==> config.mk <==
export PLATFORM = sky130hd
export DESIGN_NAME = ubh_boot_handshake
export DESIGN_NICKNAME = d
export VERILOG_FILES = /design/src/ubh_boot_handshake.v
export VERILOG_INCLUDE_DIRS = /design/src /design/src/common
export SDC_FILE = /design/constraint.sdc
export NUM_CORES = 1
export LEC_CHECK = 0
export BUFFER_PORTS_ARGS = -buffer_cell sky130_fd_sc_hd__buf_4
export CORE_ASPECT_RATIO = 0.9
export CORE_MARGIN = 2
export CORE_UTILIZATION = 55
export CTS_BUF_LIST = sky130_fd_sc_hd__clkbuf_16
export DETAILED_ROUTE_END_ITERATION = 7
export GPL_TIMING_DRIVEN = 0
export PLACE_DENSITY_LB_ADDON = 0.3
export SLEW_MARGIN = 20
export SYNTH_ARGS = -nofsm -noshare
export SYNTH_HDL_FRONTEND = slang
export SYNTH_SLANG_ARGS = --single-unit
==> constraint.sdc <==
create_clock -name SYS_CLK -period 5.7 [get_ports SYS_CLK]
set_input_delay 0.57 -clock SYS_CLK [delete_from_list [all_inputs] [get_ports SYS_CLK]]
set_output_delay 0.57 -clock SYS_CLK [all_outputs]
set_load 0.02 [all_outputs]
==> src/common/ubh_consts.vh <==
`ifndef UBH_CONSTS_VH
`define UBH_CONSTS_VH
// ==========================================================================
// Handshake bytes
// ==========================================================================
`define UBH_BYTE_START      8'h55
`define UBH_BYTE_ACK        8'haa
`define UBH_BYTE_NAK        8'hff
`define UBH_BYTE_ERASE_POLL 8'h3a
`define UBH_BYTE_ERASE_BUSY 8'h11
`define UBH_BYTE_ERASE_DONE 8'h06
`define UBH_BYTE_ERASE_FAIL 8'hee
// ==========================================================================
// Mode pins and clock information
// ==========================================================================
`define UBH_MODE_X3         3'h3
`define UBH_MODE_X2         3'h2
`define UBH_FREQ_16MHZ      16'h0640
`define UBH_FREQ_24MHZ      16'h0960
`define UBH_MUL_CLASS       8'h01
`define UBH_MUL_RATIO       8'h01
`define UBH_STRAP_SETTLE    2'h3
// ==========================================================================
// Enumeration information
// ==========================================================================
`define UBH_USB_VERSION     16'h0110
`define UBH_EP0_PACKET      7'h40
`define UBH_CONFIG_NUM      8'h01
`define UBH_IFACE_NUM       8'h00
`define UBH_ALT_SETTING     8'h00
`define UBH_POWER_SELF      9'h064
`define UBH_POWER_BUS       9'h1f4
// ==========================================================================
// RAM areas
// ==========================================================================
`define UBH_PROG_BASE       24'hffc000
`define UBH_PROG_BASE_SMALL 24'hffd000
`define UBH_PROG_MAX        16'h2000
`define UBH_PROG_MAX_SMALL  16'h1000
`define UBH_BOOT_RAM_LO     24'hffe000
`define UBH_BOOT_RAM_HI     24'hffefbf
// ==========================================================================
// Register map (byte addresses) and resets
// ==========================================================================
`define UBH_REG_FREQ_TOL    8'h00
`define UBH_REG_STATUS      8'h04
`define UBH_REG_RX_FREQ     8'h08
`define UBH_REG_PROG_COUNT  8'h0c
`define UBH_FREQ_TOL_RESET  16'h0000
`endif

==> src/ubh_boot_handshake.v <==
// Operation
// Host straps write enable 1, mode 011 for 16 MHz, times-three multiplier.
// Host straps write enable 1, mode 010 for 24 MHz, times-two multiplier.
// D+ pull-up is driven only from the dedicated pull-up pin.
// Power select 1 reports self-powered 100 mA, 0 bus-powered 500 mA.
// Enumerate USB 1.1: 64-byte control, bulk in, bulk out, config 1.
// Bus-powered boot never enters power-down on USB suspend.
// Host sends one start byte 55 after enumeration.
// Device answers start byte 55 with a single AA.
// Host resets the device if the start handshake fails.
// Host sends 2-byte frequency, class byte, ratio byte, both 01.
// Frequency field is MHz times 100: 0640 or 0960.
// Clock information checked: AA if all in range, else FF and stop.
// Two-byte count N: AA if in range, else FF and stop.
// Program stored from FFC000, or FFD000 on small-RAM parts.
// Erase all flash blocks when flash holds programmed data.
// After transfer, branch to program area start address.
// USB connection stays active after the branch.
// Loaded program initialises registers and stack pointer itself.
// Leaving boot: reset low 20 states, set pins, then release.
// Watchdog overflow reset also leaves boot mode.
// Mode pins stay constant throughout boot mode.
// Interrupts stay unusable while flash erase is in progress.
// Program plus checksum summed: AA if zero, else FF and stop.
// Erase poll 3A answered 11 busy, 06 done, EE fail and stop.
// Host waits for each acknowledge before the next phase.
`timescale 1ns/10ps
`include "ubh_consts.vh"

module ubh_boot_handshake (
  input  wire        SYS_CLK,
  input  wire        ARST_N,
  input  wire        FLASH_WRITE_ENABLE_PIN,
  input  wire [2:0]  MODE_SELECT_PINS,
  input  wire        USB_POWER_MODE_SELECT,
  input  wire        SMALL_RAM,
  input  wire        USB_ENUMERATED,
  input  wire [7:0]  RX_DATA,
  input  wire        RX_VALID,
  output wire        RX_READY,
  output reg  [7:0]  TX_DATA,
  output reg         TX_VALID,
  input  wire        TX_READY,
  output reg  [23:0] RAM_ADDR,
  output reg  [7:0]  RAM_WDATA,
  output reg         RAM_WE,
  input  wire        FLASH_BLANK,
  output reg         FLASH_ERASE_START,
  input  wire        FLASH_ERASE_DONE,
  input  wire        FLASH_ERASE_FAIL,
  output wire        INT_DISABLE,
  output reg         BRANCH_REQ,
  output reg  [23:0] BRANCH_ADDR,
  input  wire        WATCHDOG_TIMER_OVERFLOW,
  output wire        BOOT_ACTIVE,
  output wire        PULLUP_CONTROL_PORT_PIN,
  output wire        TIMES_THREE_MULTIPLIER,
  output wire        TIMES_TWO_MULTIPLIER,
  output wire        SELF_POWERED,
  output wire [8:0]  MAX_POWER_MA,
  output wire        POWER_DOWN_INHIBIT,
  output wire [15:0] USB_VERSION,
  output wire [6:0]  CTRL_EP_MAX_PACKET,
  output wire [7:0]  CONFIG_NUMBER,
  output wire [7:0]  INTERFACE_NUMBER,
  output wire [7:0]  ALT_SETTING,
  input  wire [7:0]  REG_ADDR,
  input  wire [31:0] REG_WDATA,
  input  wire        REG_WR,
  input  wire        REG_RD,
  output reg  [31:0] REG_RDATA
);

  // ========================================================================
  // States
  // ========================================================================
  localparam [3:0] S_WAIT_ENUM  = 4'h0;
  localparam [3:0] S_WAIT_START = 4'h1;
  localparam [3:0] S_SEND       = 4'h2;
  localparam [3:0] S_CLKINFO    = 4'h3;
  localparam [3:0] S_CHK_CLK    = 4'h4;
  localparam [3:0] S_COUNT      = 4'h5;
  localparam [3:0] S_CHK_CNT    = 4'h6;
  localparam [3:0] S_PROG       = 4'h7;
  localparam [3:0] S_SUM        = 4'h8;
  localparam [3:0] S_ERASE      = 4'h9;
  localparam [3:0] S_BRANCH     = 4'ha;
  localparam [3:0] S_RUN        = 4'hb;
  localparam [3:0] S_HALT       = 4'hc;
  localparam [3:0] S_EXIT       = 4'hd;

  // ========================================================================
  // Pin synchronisers and strap capture
  // ========================================================================
  reg [5:0] pin_meta;
  reg [5:0] pin_sync;
  reg [1:0] settle;
  reg       strap_valid;
  reg       strap_fwe;
  reg [2:0] strap_mode;
  reg       strap_self;
  reg       strap_small;

  always @(posedge SYS_CLK or negedge ARST_N) begin
    if (!ARST_N) begin
      pin_meta <= 6'h00;
      pin_sync <= 6'h00;
    end else begin
      pin_meta <= {SMALL_RAM, USB_POWER_MODE_SELECT, FLASH_WRITE_ENABLE_PIN,
                   MODE_SELECT_PINS};
      pin_sync <= pin_meta;
    end
  end

  // Straps are caught once after the synchronisers fill, so pin movement
  // later in boot mode cannot change the clocking or the RAM layout.
  always @(posedge SYS_CLK or negedge ARST_N) begin
    if (!ARST_N) begin
      settle      <= 2'h0;
      strap_valid <= 1'b0;
      strap_fwe   <= 1'b0;
      strap_mode  <= 3'h0;
      strap_self  <= 1'b0;
      strap_small <= 1'b0;
    end else if (!strap_valid) begin
      settle <= settle + 2'h1;
      if (settle == `UBH_STRAP_SETTLE) begin
        strap_valid <= 1'b1;
        strap_fwe   <= pin_sync[3];
        strap_mode  <= pin_sync[2:0];
        strap_self  <= pin_sync[4];
        strap_small <= pin_sync[5];
      end
    end
  end

  wire mode_x3   = strap_fwe && (strap_mode == `UBH_MODE_X3);
  wire mode_x2   = strap_fwe && (strap_mode == `UBH_MODE_X2);
  wire boot_mode = strap_valid && (mode_x3 || mode_x2);

  // ========================================================================
  // Handshake sequencer
  // ========================================================================
  reg [3:0]  state;
  reg [3:0]  ret_state;
  reg [15:0] byte_idx;
  reg [15:0] rx_freq;
  reg [7:0]  rx_class;
  reg [7:0]  rx_ratio;
  reg [15:0] prog_count;
  reg [7:0]  sum;
  reg        erasing;
  reg        erase_done;
  reg        erase_fail;
  reg        exited;
  reg [15:0] freq_tol;

  wire [15:0] freq_nom  = mode_x3 ? `UBH_FREQ_16MHZ : `UBH_FREQ_24MHZ;
  // Distance from nominal is taken on the ordered pair, so no tolerance can wrap.
  wire [15:0] freq_dist = (rx_freq >= freq_nom) ? rx_freq - freq_nom : freq_nom - rx_freq;
  wire        freq_ok   = (freq_dist <= freq_tol);
  wire        clk_ok    = freq_ok && (rx_class == `UBH_MUL_CLASS)
                          && (rx_ratio == `UBH_MUL_RATIO);
  wire [15:0] prog_max  = strap_small ? `UBH_PROG_MAX_SMALL : `UBH_PROG_MAX;
  wire [23:0] prog_base = strap_small ? `UBH_PROG_BASE_SMALL : `UBH_PROG_BASE;
  wire        cnt_ok    = (prog_count != 16'h0000) && (prog_count <= prog_max);
  wire [7:0]  sum_total = sum + RX_DATA;

  assign RX_READY = (state == S_WAIT_START) || (state == S_CLKINFO) ||
                    (state == S_COUNT) || (state == S_PROG) ||
                    (state == S_SUM) || (state == S_ERASE);
  wire rx_take = RX_VALID && RX_READY;

  always @(posedge SYS_CLK or negedge ARST_N) begin
    if (!ARST_N) begin
      state             <= S_WAIT_ENUM;
      ret_state         <= S_WAIT_ENUM;
      byte_idx          <= 16'h0000;
      rx_freq           <= 16'h0000;
      rx_class          <= 8'h00;
      rx_ratio          <= 8'h00;
      prog_count        <= 16'h0000;
      sum               <= 8'h00;
      erasing           <= 1'b0;
      erase_done        <= 1'b0;
      erase_fail        <= 1'b0;
      exited            <= 1'b0;
      TX_DATA           <= 8'h00;
      TX_VALID          <= 1'b0;
      RAM_ADDR          <= 24'h000000;
      RAM_WDATA         <= 8'h00;
      RAM_WE            <= 1'b0;
      FLASH_ERASE_START <= 1'b0;
      BRANCH_REQ        <= 1'b0;
      BRANCH_ADDR       <= 24'h000000;
    end else begin
      RAM_WE            <= 1'b0;
      FLASH_ERASE_START <= 1'b0;
      BRANCH_REQ        <= 1'b0;
      if (erasing && FLASH_ERASE_DONE) begin
        erase_done <= 1'b1;
      end
      if (erasing && FLASH_ERASE_FAIL) begin
        erase_fail <= 1'b1;
      end
      if (WATCHDOG_TIMER_OVERFLOW) begin
        // Watchdog overflow ends boot mode for good until the next reset.
        exited   <= 1'b1;
        TX_VALID <= 1'b0;
        state    <= S_EXIT;
      end else begin
        case (state)
          S_WAIT_ENUM: begin
            if (boot_mode && USB_ENUMERATED) begin
              state <= S_WAIT_START;
            end
          end
          S_WAIT_START: begin
            // Any other byte is dropped; the host recovers by a reset.
            if (rx_take && (RX_DATA == `UBH_BYTE_START)) begin
              TX_DATA   <= `UBH_BYTE_ACK;
              TX_VALID  <= 1'b1;
              ret_state <= S_CLKINFO;
              byte_idx  <= 16'h0000;
              state     <= S_SEND;
            end
          end
          S_SEND: begin
            if (TX_READY) begin
              TX_VALID <= 1'b0;
              state    <= ret_state;
            end
          end
          S_CLKINFO: begin
            if (rx_take) begin
              byte_idx <= byte_idx + 16'h0001;
              case (byte_idx[1:0])
                2'h0:    rx_freq[15:8] <= RX_DATA;
                2'h1:    rx_freq[7:0]  <= RX_DATA;
                2'h2:    rx_class      <= RX_DATA;
                default: begin
                  rx_ratio <= RX_DATA;
                  state    <= S_CHK_CLK;
                end
              endcase
            end
          end
          S_CHK_CLK: begin
            TX_DATA   <= clk_ok ? `UBH_BYTE_ACK : `UBH_BYTE_NAK;
            TX_VALID  <= 1'b1;
            ret_state <= clk_ok ? S_COUNT : S_HALT;
            byte_idx  <= 16'h0000;
            state     <= S_SEND;
          end
          S_COUNT: begin
            if (rx_take) begin
              byte_idx <= byte_idx + 16'h0001;
              if (byte_idx[0] == 1'b0) begin
                prog_count[15:8] <= RX_DATA;
              end else begin
                prog_count[7:0] <= RX_DATA;
                state           <= S_CHK_CNT;
              end
            end
          end
          S_CHK_CNT: begin
            TX_DATA   <= cnt_ok ? `UBH_BYTE_ACK : `UBH_BYTE_NAK;
            TX_VALID  <= 1'b1;
            ret_state <= cnt_ok ? S_PROG : S_HALT;
            byte_idx  <= 16'h0000;
            sum       <= 8'h00;
            state     <= S_SEND;
          end
          S_PROG: begin
            if (rx_take) begin
              RAM_ADDR  <= prog_base + {8'h00, byte_idx};
              RAM_WDATA <= RX_DATA;
              RAM_WE    <= 1'b1;
              sum       <= sum_total;
              byte_idx  <= byte_idx + 16'h0001;
              if (byte_idx == prog_count - 16'h0001) begin
                state <= S_SUM;
              end
            end
          end
          S_SUM: begin
            if (rx_take) begin
              TX_VALID <= 1'b1;
              state    <= S_SEND;
              if (sum_total == 8'h00) begin
                TX_DATA   <= `UBH_BYTE_ACK;
                ret_state <= S_ERASE;
                erasing   <= 1'b1;
                // A blank array needs no erase and reports done at once.
                erase_done        <= FLASH_BLANK;
                FLASH_ERASE_START <= !FLASH_BLANK;
              end else begin
                TX_DATA   <= `UBH_BYTE_NAK;
                ret_state <= S_HALT;
              end
            end
          end
          S_ERASE: begin
            if (rx_take && (RX_DATA == `UBH_BYTE_ERASE_POLL)) begin
              TX_VALID <= 1'b1;
              state    <= S_SEND;
              if (erase_fail || FLASH_ERASE_FAIL) begin
                TX_DATA   <= `UBH_BYTE_ERASE_FAIL;
                ret_state <= S_HALT;
              end else if (erase_done || FLASH_ERASE_DONE) begin
                TX_DATA   <= `UBH_BYTE_ERASE_DONE;
                ret_state <= S_BRANCH;
              end else begin
                TX_DATA   <= `UBH_BYTE_ERASE_BUSY;
                ret_state <= S_ERASE;
              end
            end
          end
          S_BRANCH: begin
            erasing     <= 1'b0;
            BRANCH_ADDR <= prog_base;
            BRANCH_REQ  <= 1'b1;
            state       <= S_RUN;
          end
          S_RUN: begin
            state <= S_RUN;
          end
          S_HALT, S_EXIT: begin
            state <= state;
          end
          default: begin
            state <= S_HALT;
          end
        endcase
      end
    end
  end

  // ========================================================================
  // USB configuration and system outputs
  // ========================================================================
  assign BOOT_ACTIVE             = boot_mode && !exited;
  assign PULLUP_CONTROL_PORT_PIN = BOOT_ACTIVE && (state != S_WAIT_ENUM || USB_ENUMERATED)
                                   ;
  assign TIMES_THREE_MULTIPLIER  = BOOT_ACTIVE && mode_x3;
  assign TIMES_TWO_MULTIPLIER    = BOOT_ACTIVE && mode_x2;
  assign SELF_POWERED            = strap_self;
  assign MAX_POWER_MA            = strap_self ? `UBH_POWER_SELF : `UBH_POWER_BUS;
  assign POWER_DOWN_INHIBIT      = BOOT_ACTIVE && !strap_self;
  assign USB_VERSION             = `UBH_USB_VERSION;
  assign CTRL_EP_MAX_PACKET      = `UBH_EP0_PACKET;
  assign CONFIG_NUMBER           = `UBH_CONFIG_NUM;
  assign INTERFACE_NUMBER        = `UBH_IFACE_NUM;
  assign ALT_SETTING             = `UBH_ALT_SETTING;
  // Interrupts are masked only while the erase runs; done or failed frees them.
  assign INT_DISABLE             = erasing && !erase_done && !erase_fail;

  // ========================================================================
  // Register port
  // ========================================================================
  always @(posedge SYS_CLK or negedge ARST_N) begin
    if (!ARST_N) begin
      freq_tol  <= `UBH_FREQ_TOL_RESET;
      REG_RDATA <= 32'h00000000;
    end else begin
      if (REG_WR && (REG_ADDR == `UBH_REG_FREQ_TOL)) begin
        freq_tol <= REG_WDATA[15:0];
      end
      REG_RDATA <= 32'h00000000;
      if (REG_RD) begin
        case (REG_ADDR)
          `UBH_REG_FREQ_TOL:   REG_RDATA <= {16'h0000, freq_tol};
          `UBH_REG_STATUS:     REG_RDATA <= {24'h000000, erase_fail, erase_done,
                                             BOOT_ACTIVE, (state == S_HALT), state};
          `UBH_REG_RX_FREQ:    REG_RDATA <= {16'h0000, rx_freq};
          `UBH_REG_PROG_COUNT: REG_RDATA <= {16'h0000, prog_count};
          default:             REG_RDATA <= 32'h00000000;
        endcase
      end
    end
  end

endmodule // ubh_boot_handshake

==> metrics.md <==
| Metric | Value |
|---|---|
| Switching power | `0.853 mW` |
| Most used DFF post-synth | `dfrtp_1` |
| Row cnt | `47` |
| Post-Synth Adder-Cell Area | `5.62%` |
| Commonest non-fill, non-tap cell in the layout | `buf_4` |
| Nature of the critical path startpoint | `flip-flop` |
| CTS Sinks | `174` |
| Netlist cell types | `83` |
| Largest family of logic cells by synthesized area | `simple AND/OR/NAND/NOR gates` |
| Pin count of the biggest net entering global routing | `98` |
| Post-synthesis compound-gate area fraction | `10.5%` |
| Final WL | `25700 um` |
| CP bufs+invs | `3` |
| Crit path max fanout | `10` |
| Asr flop ratio synth | `100%` |
| Clock Root Buffer | `clkbuf_16` |
| Initial Util | `56.2%` |
| Setup violations, final | `0` |
| CTS clk-pin slew, worst paths | `60 ps` |
| CTS max path bufs | `2` |
| Origin of the critical flop-to-flop path | `strap_mode[1]` |
| Resize count post-CTS | `0` |
| Core Region | `18500 um2` |
| Critical path type | `reg2reg` |
| Crit path cell chain | `and3b_1 > nand2_1 > inv_1 > ha_1 > clkbuf_1 > and3_1 > nand3_1 > o21ai_1 > or3_1 > buf_2 > mux2i_1 > xnor2_1 > ha_1 > nand4_1 > nor4_1 > a21oi_1 > a22oi_1 > o21bai_1 > o32a_1` |
| Critical Path Start | `strap_mode[1]` |
| EDFF count, synth | `0` |
| TritonCTS clock tree | `done` |
| Clock Skew | `8.21 ps` |
| Pre-antenna DRT Iters | `5` |
| Max frequency | `197 MHz` |
| Die width | `149 um` |
| Total negative slack | `0 ps` |
| Crit path capture type | `flip-flop` |
| CTS Hold Bufs | `0` |
| Fin. Hold Viols | `0` |
| CP max stage delay | `390 ps` |
| Post-CTS setup buffers | `0` |
| Filler instances | `1460` |
| Final worst-path cycle share | `89.0%` |
| Register area share after synthesis | `42.0%` |
| Vias per inst | `5.40` |
| RSZ-0062 raised after global routing | `false` |
| Die Area | `20000 um2` |
| Slew Viols, Final | `0` |
| Io pins | `229` |
| CP required | `6020 ps` |
| # DRC | `0` |
| Fin crit period | `5070 ps` |
| Gate power share | `17.5%` |
| Number of diodes | `0` |
| Fraction of synthesized cell area in xor and xnor cells | `4.47%` |
| Slew HR | `51.9%` |
| Status | `finished clean` |
| Simple-gate area share of the yosys netlist | `15.8%` |
| Total track usage | `25.9%` |
| Number of CTS-inserted buffers | `17` |
| Antenna violations before repair | `0` |
| Synth warn | `0` |
| 1st-iter DRT viols | `636` |
| Worst Max-Slew Pin Slew | `719 ps` |
| DP Area | `12000 um2` |
| Leakage power | `6.31 nW` |
| Area grow syn2layout | `20.5%` |
| Commonest non-fill, non-tap cells in the layout | `230 x buf_4, 174 x dfrtp_1, 112 x nand2_1` |
| Max_cap viols | `0` |
| Reg2Reg Setup Slack | `630 ps` |
| Fin nets | `1387` |
| Worst path slowest cell | `nor4_1` |
| Die Ht | `134 um` |
| Port buffer count | `126` |
| Synth Instances | `1050` |
| Power density cells | `234 nW/um2` |
| P_int | `2.07 mW` |
| Later-pin clock latency in the skew report | `440 ps` |
| Layout cells sized above 1 | `28.5%` |
| Hold WC Path Type | `in2async` |
| Post-synthesis mux area share | `10.3%` |
| Sw frac | `29.2%` |
| Total grt overflow | `0` |
| Synthesis-stage register bit count | `174` |
| Vias in the first global route | `7845` |
| Final ANT Viol Nets | `0` |
| Vias | `8277` |
| GP Congestion | `0.928` |
| H-tree depth | `4` |
| Synthesized area | `10400 um2` |
| Crit path max-delay family | `simple AND/OR/NAND/NOR gates` |
| Design area | `12500 um2` |
| DP Wirelength | `19200 um` |
| First-pass GRT wire length | `40600 um` |
| Clk pwr share | `37.0%` |
| Most common cell on crit path | `ha_1` |
| Routed len/inst | `16.7 um` |
| Flop pwr share | `45.5%` |
| Max VDD drop | `0.224 mV` |
| WP data arrival | `5390 ps` |
| Avg Cell Area, Syn | `9.88 um2` |
## power by group through the flow
stage	sequential, mW	combinational, mW	clock (mW)
final	1.33	0.511	1.08
after global routing	1.33	0.560	1.16
after CTS	1.33	0.507	1.09
after detailed placement	1.35	0.505	0
after global placement	1.35	0.494	0
after floorplan	1.35	0.341	0
## cell usage after synthesis, types with 10 or more instances
library cell / instances / area (um2)
buf_4: 105 / 788
o21ai_0: 50 / 250
nor4_1: 10 / 62.6
or3_1: 12 / 75.1
dfrtp_1: 174 / 4350
and3_1: 12 / 75.1
nand3_1: 18 / 90.1
clkbuf_1: 25 / 93.8
nor3_1: 21 / 105
nand2_1: 112 / 420
a22oi_1: 10 / 75.1
inv_1: 46 / 173
xor2_1: 20 / 175
a21oi_1: 45 / 225
mux2_2: 65 / 732
nor2_1: 65 / 244
xnor2_1: 33 / 289
ha_1: 45 / 563
## state kept, by name, summed over array words and instances (netlist names), 2 cells and up
register	flops
RAM_ADDR	18
rx_class	8
prog_count	16
byte_idx	16
state	4
pin_sync	6
RAM_WDATA	8
rx_ratio	8
settle	2
BRANCH_ADDR	2
TX_DATA	5
freq_tol	16
REG_RDATA	16
ret_state	4
strap_mode	3
sum	8
pin_meta	6
rx_freq	16
## final cells by class
type	count	area [um2]	area share, %
well taps	245	307	2.45
plain buffers	146	987	7.90
clock buffers	17	425	3.40
multi-input cells	763	5160	41.3
repair buffers	127	981	7.85
inverters	47	176	1.41
flip-flops and latches	174	4350	34.8
clock inverters	15	111	0.891
## logic make-up after synthesis
kind of cell,Yosys count
fa+ha+maj,46
buf+inv,193
other cells,2
flops,174
compound gates,173
simple gates,320
xor+xnor,53
mux,89
## worst paths after layout
kind / depth (start not counted) / to
setup / recovery: 19 / ret_state[0]
hold / removal: 1 / rx_class[5]
setup reg to reg: 19 / ret_state[0]
hold reg to reg: 0 / pin_sync[4]
max in group asynchronous: 2 / REG_RDATA[12]
min in group SYS_CLK: 1 / pin_meta[2]
## metal layers
| layer | wire [um] | vias to the layer above | track usage [%] |
|---|---|---|---|
| met2 | 11400 | 368 | 39.4 |
| met1 | 11500 | 3950 | 36.6 |
| li1 | - | 3924 | - |
| met3 | 2250 | 35 | 6.56 |
| met4 | 567 | 0 | 8.31 |
| met5 | 0 | - | 0 |
## per-stage QoR
stage	power [mW]	instances	setup slack [ps]	utilization, %	hold slack (ps)
global route	3.05	1534	361	67.7	142
finish	2.92	1534	627	67.7	92.8
CTS	2.93	1534	702	67.7	126
floorplan	1.69	1130	1570	-	274
detailed placement	1.86	1502	738	64.8	336
global placement	1.84	1501	791	64.6	334
Note: power is estimated with default switching activity, not from simulation.
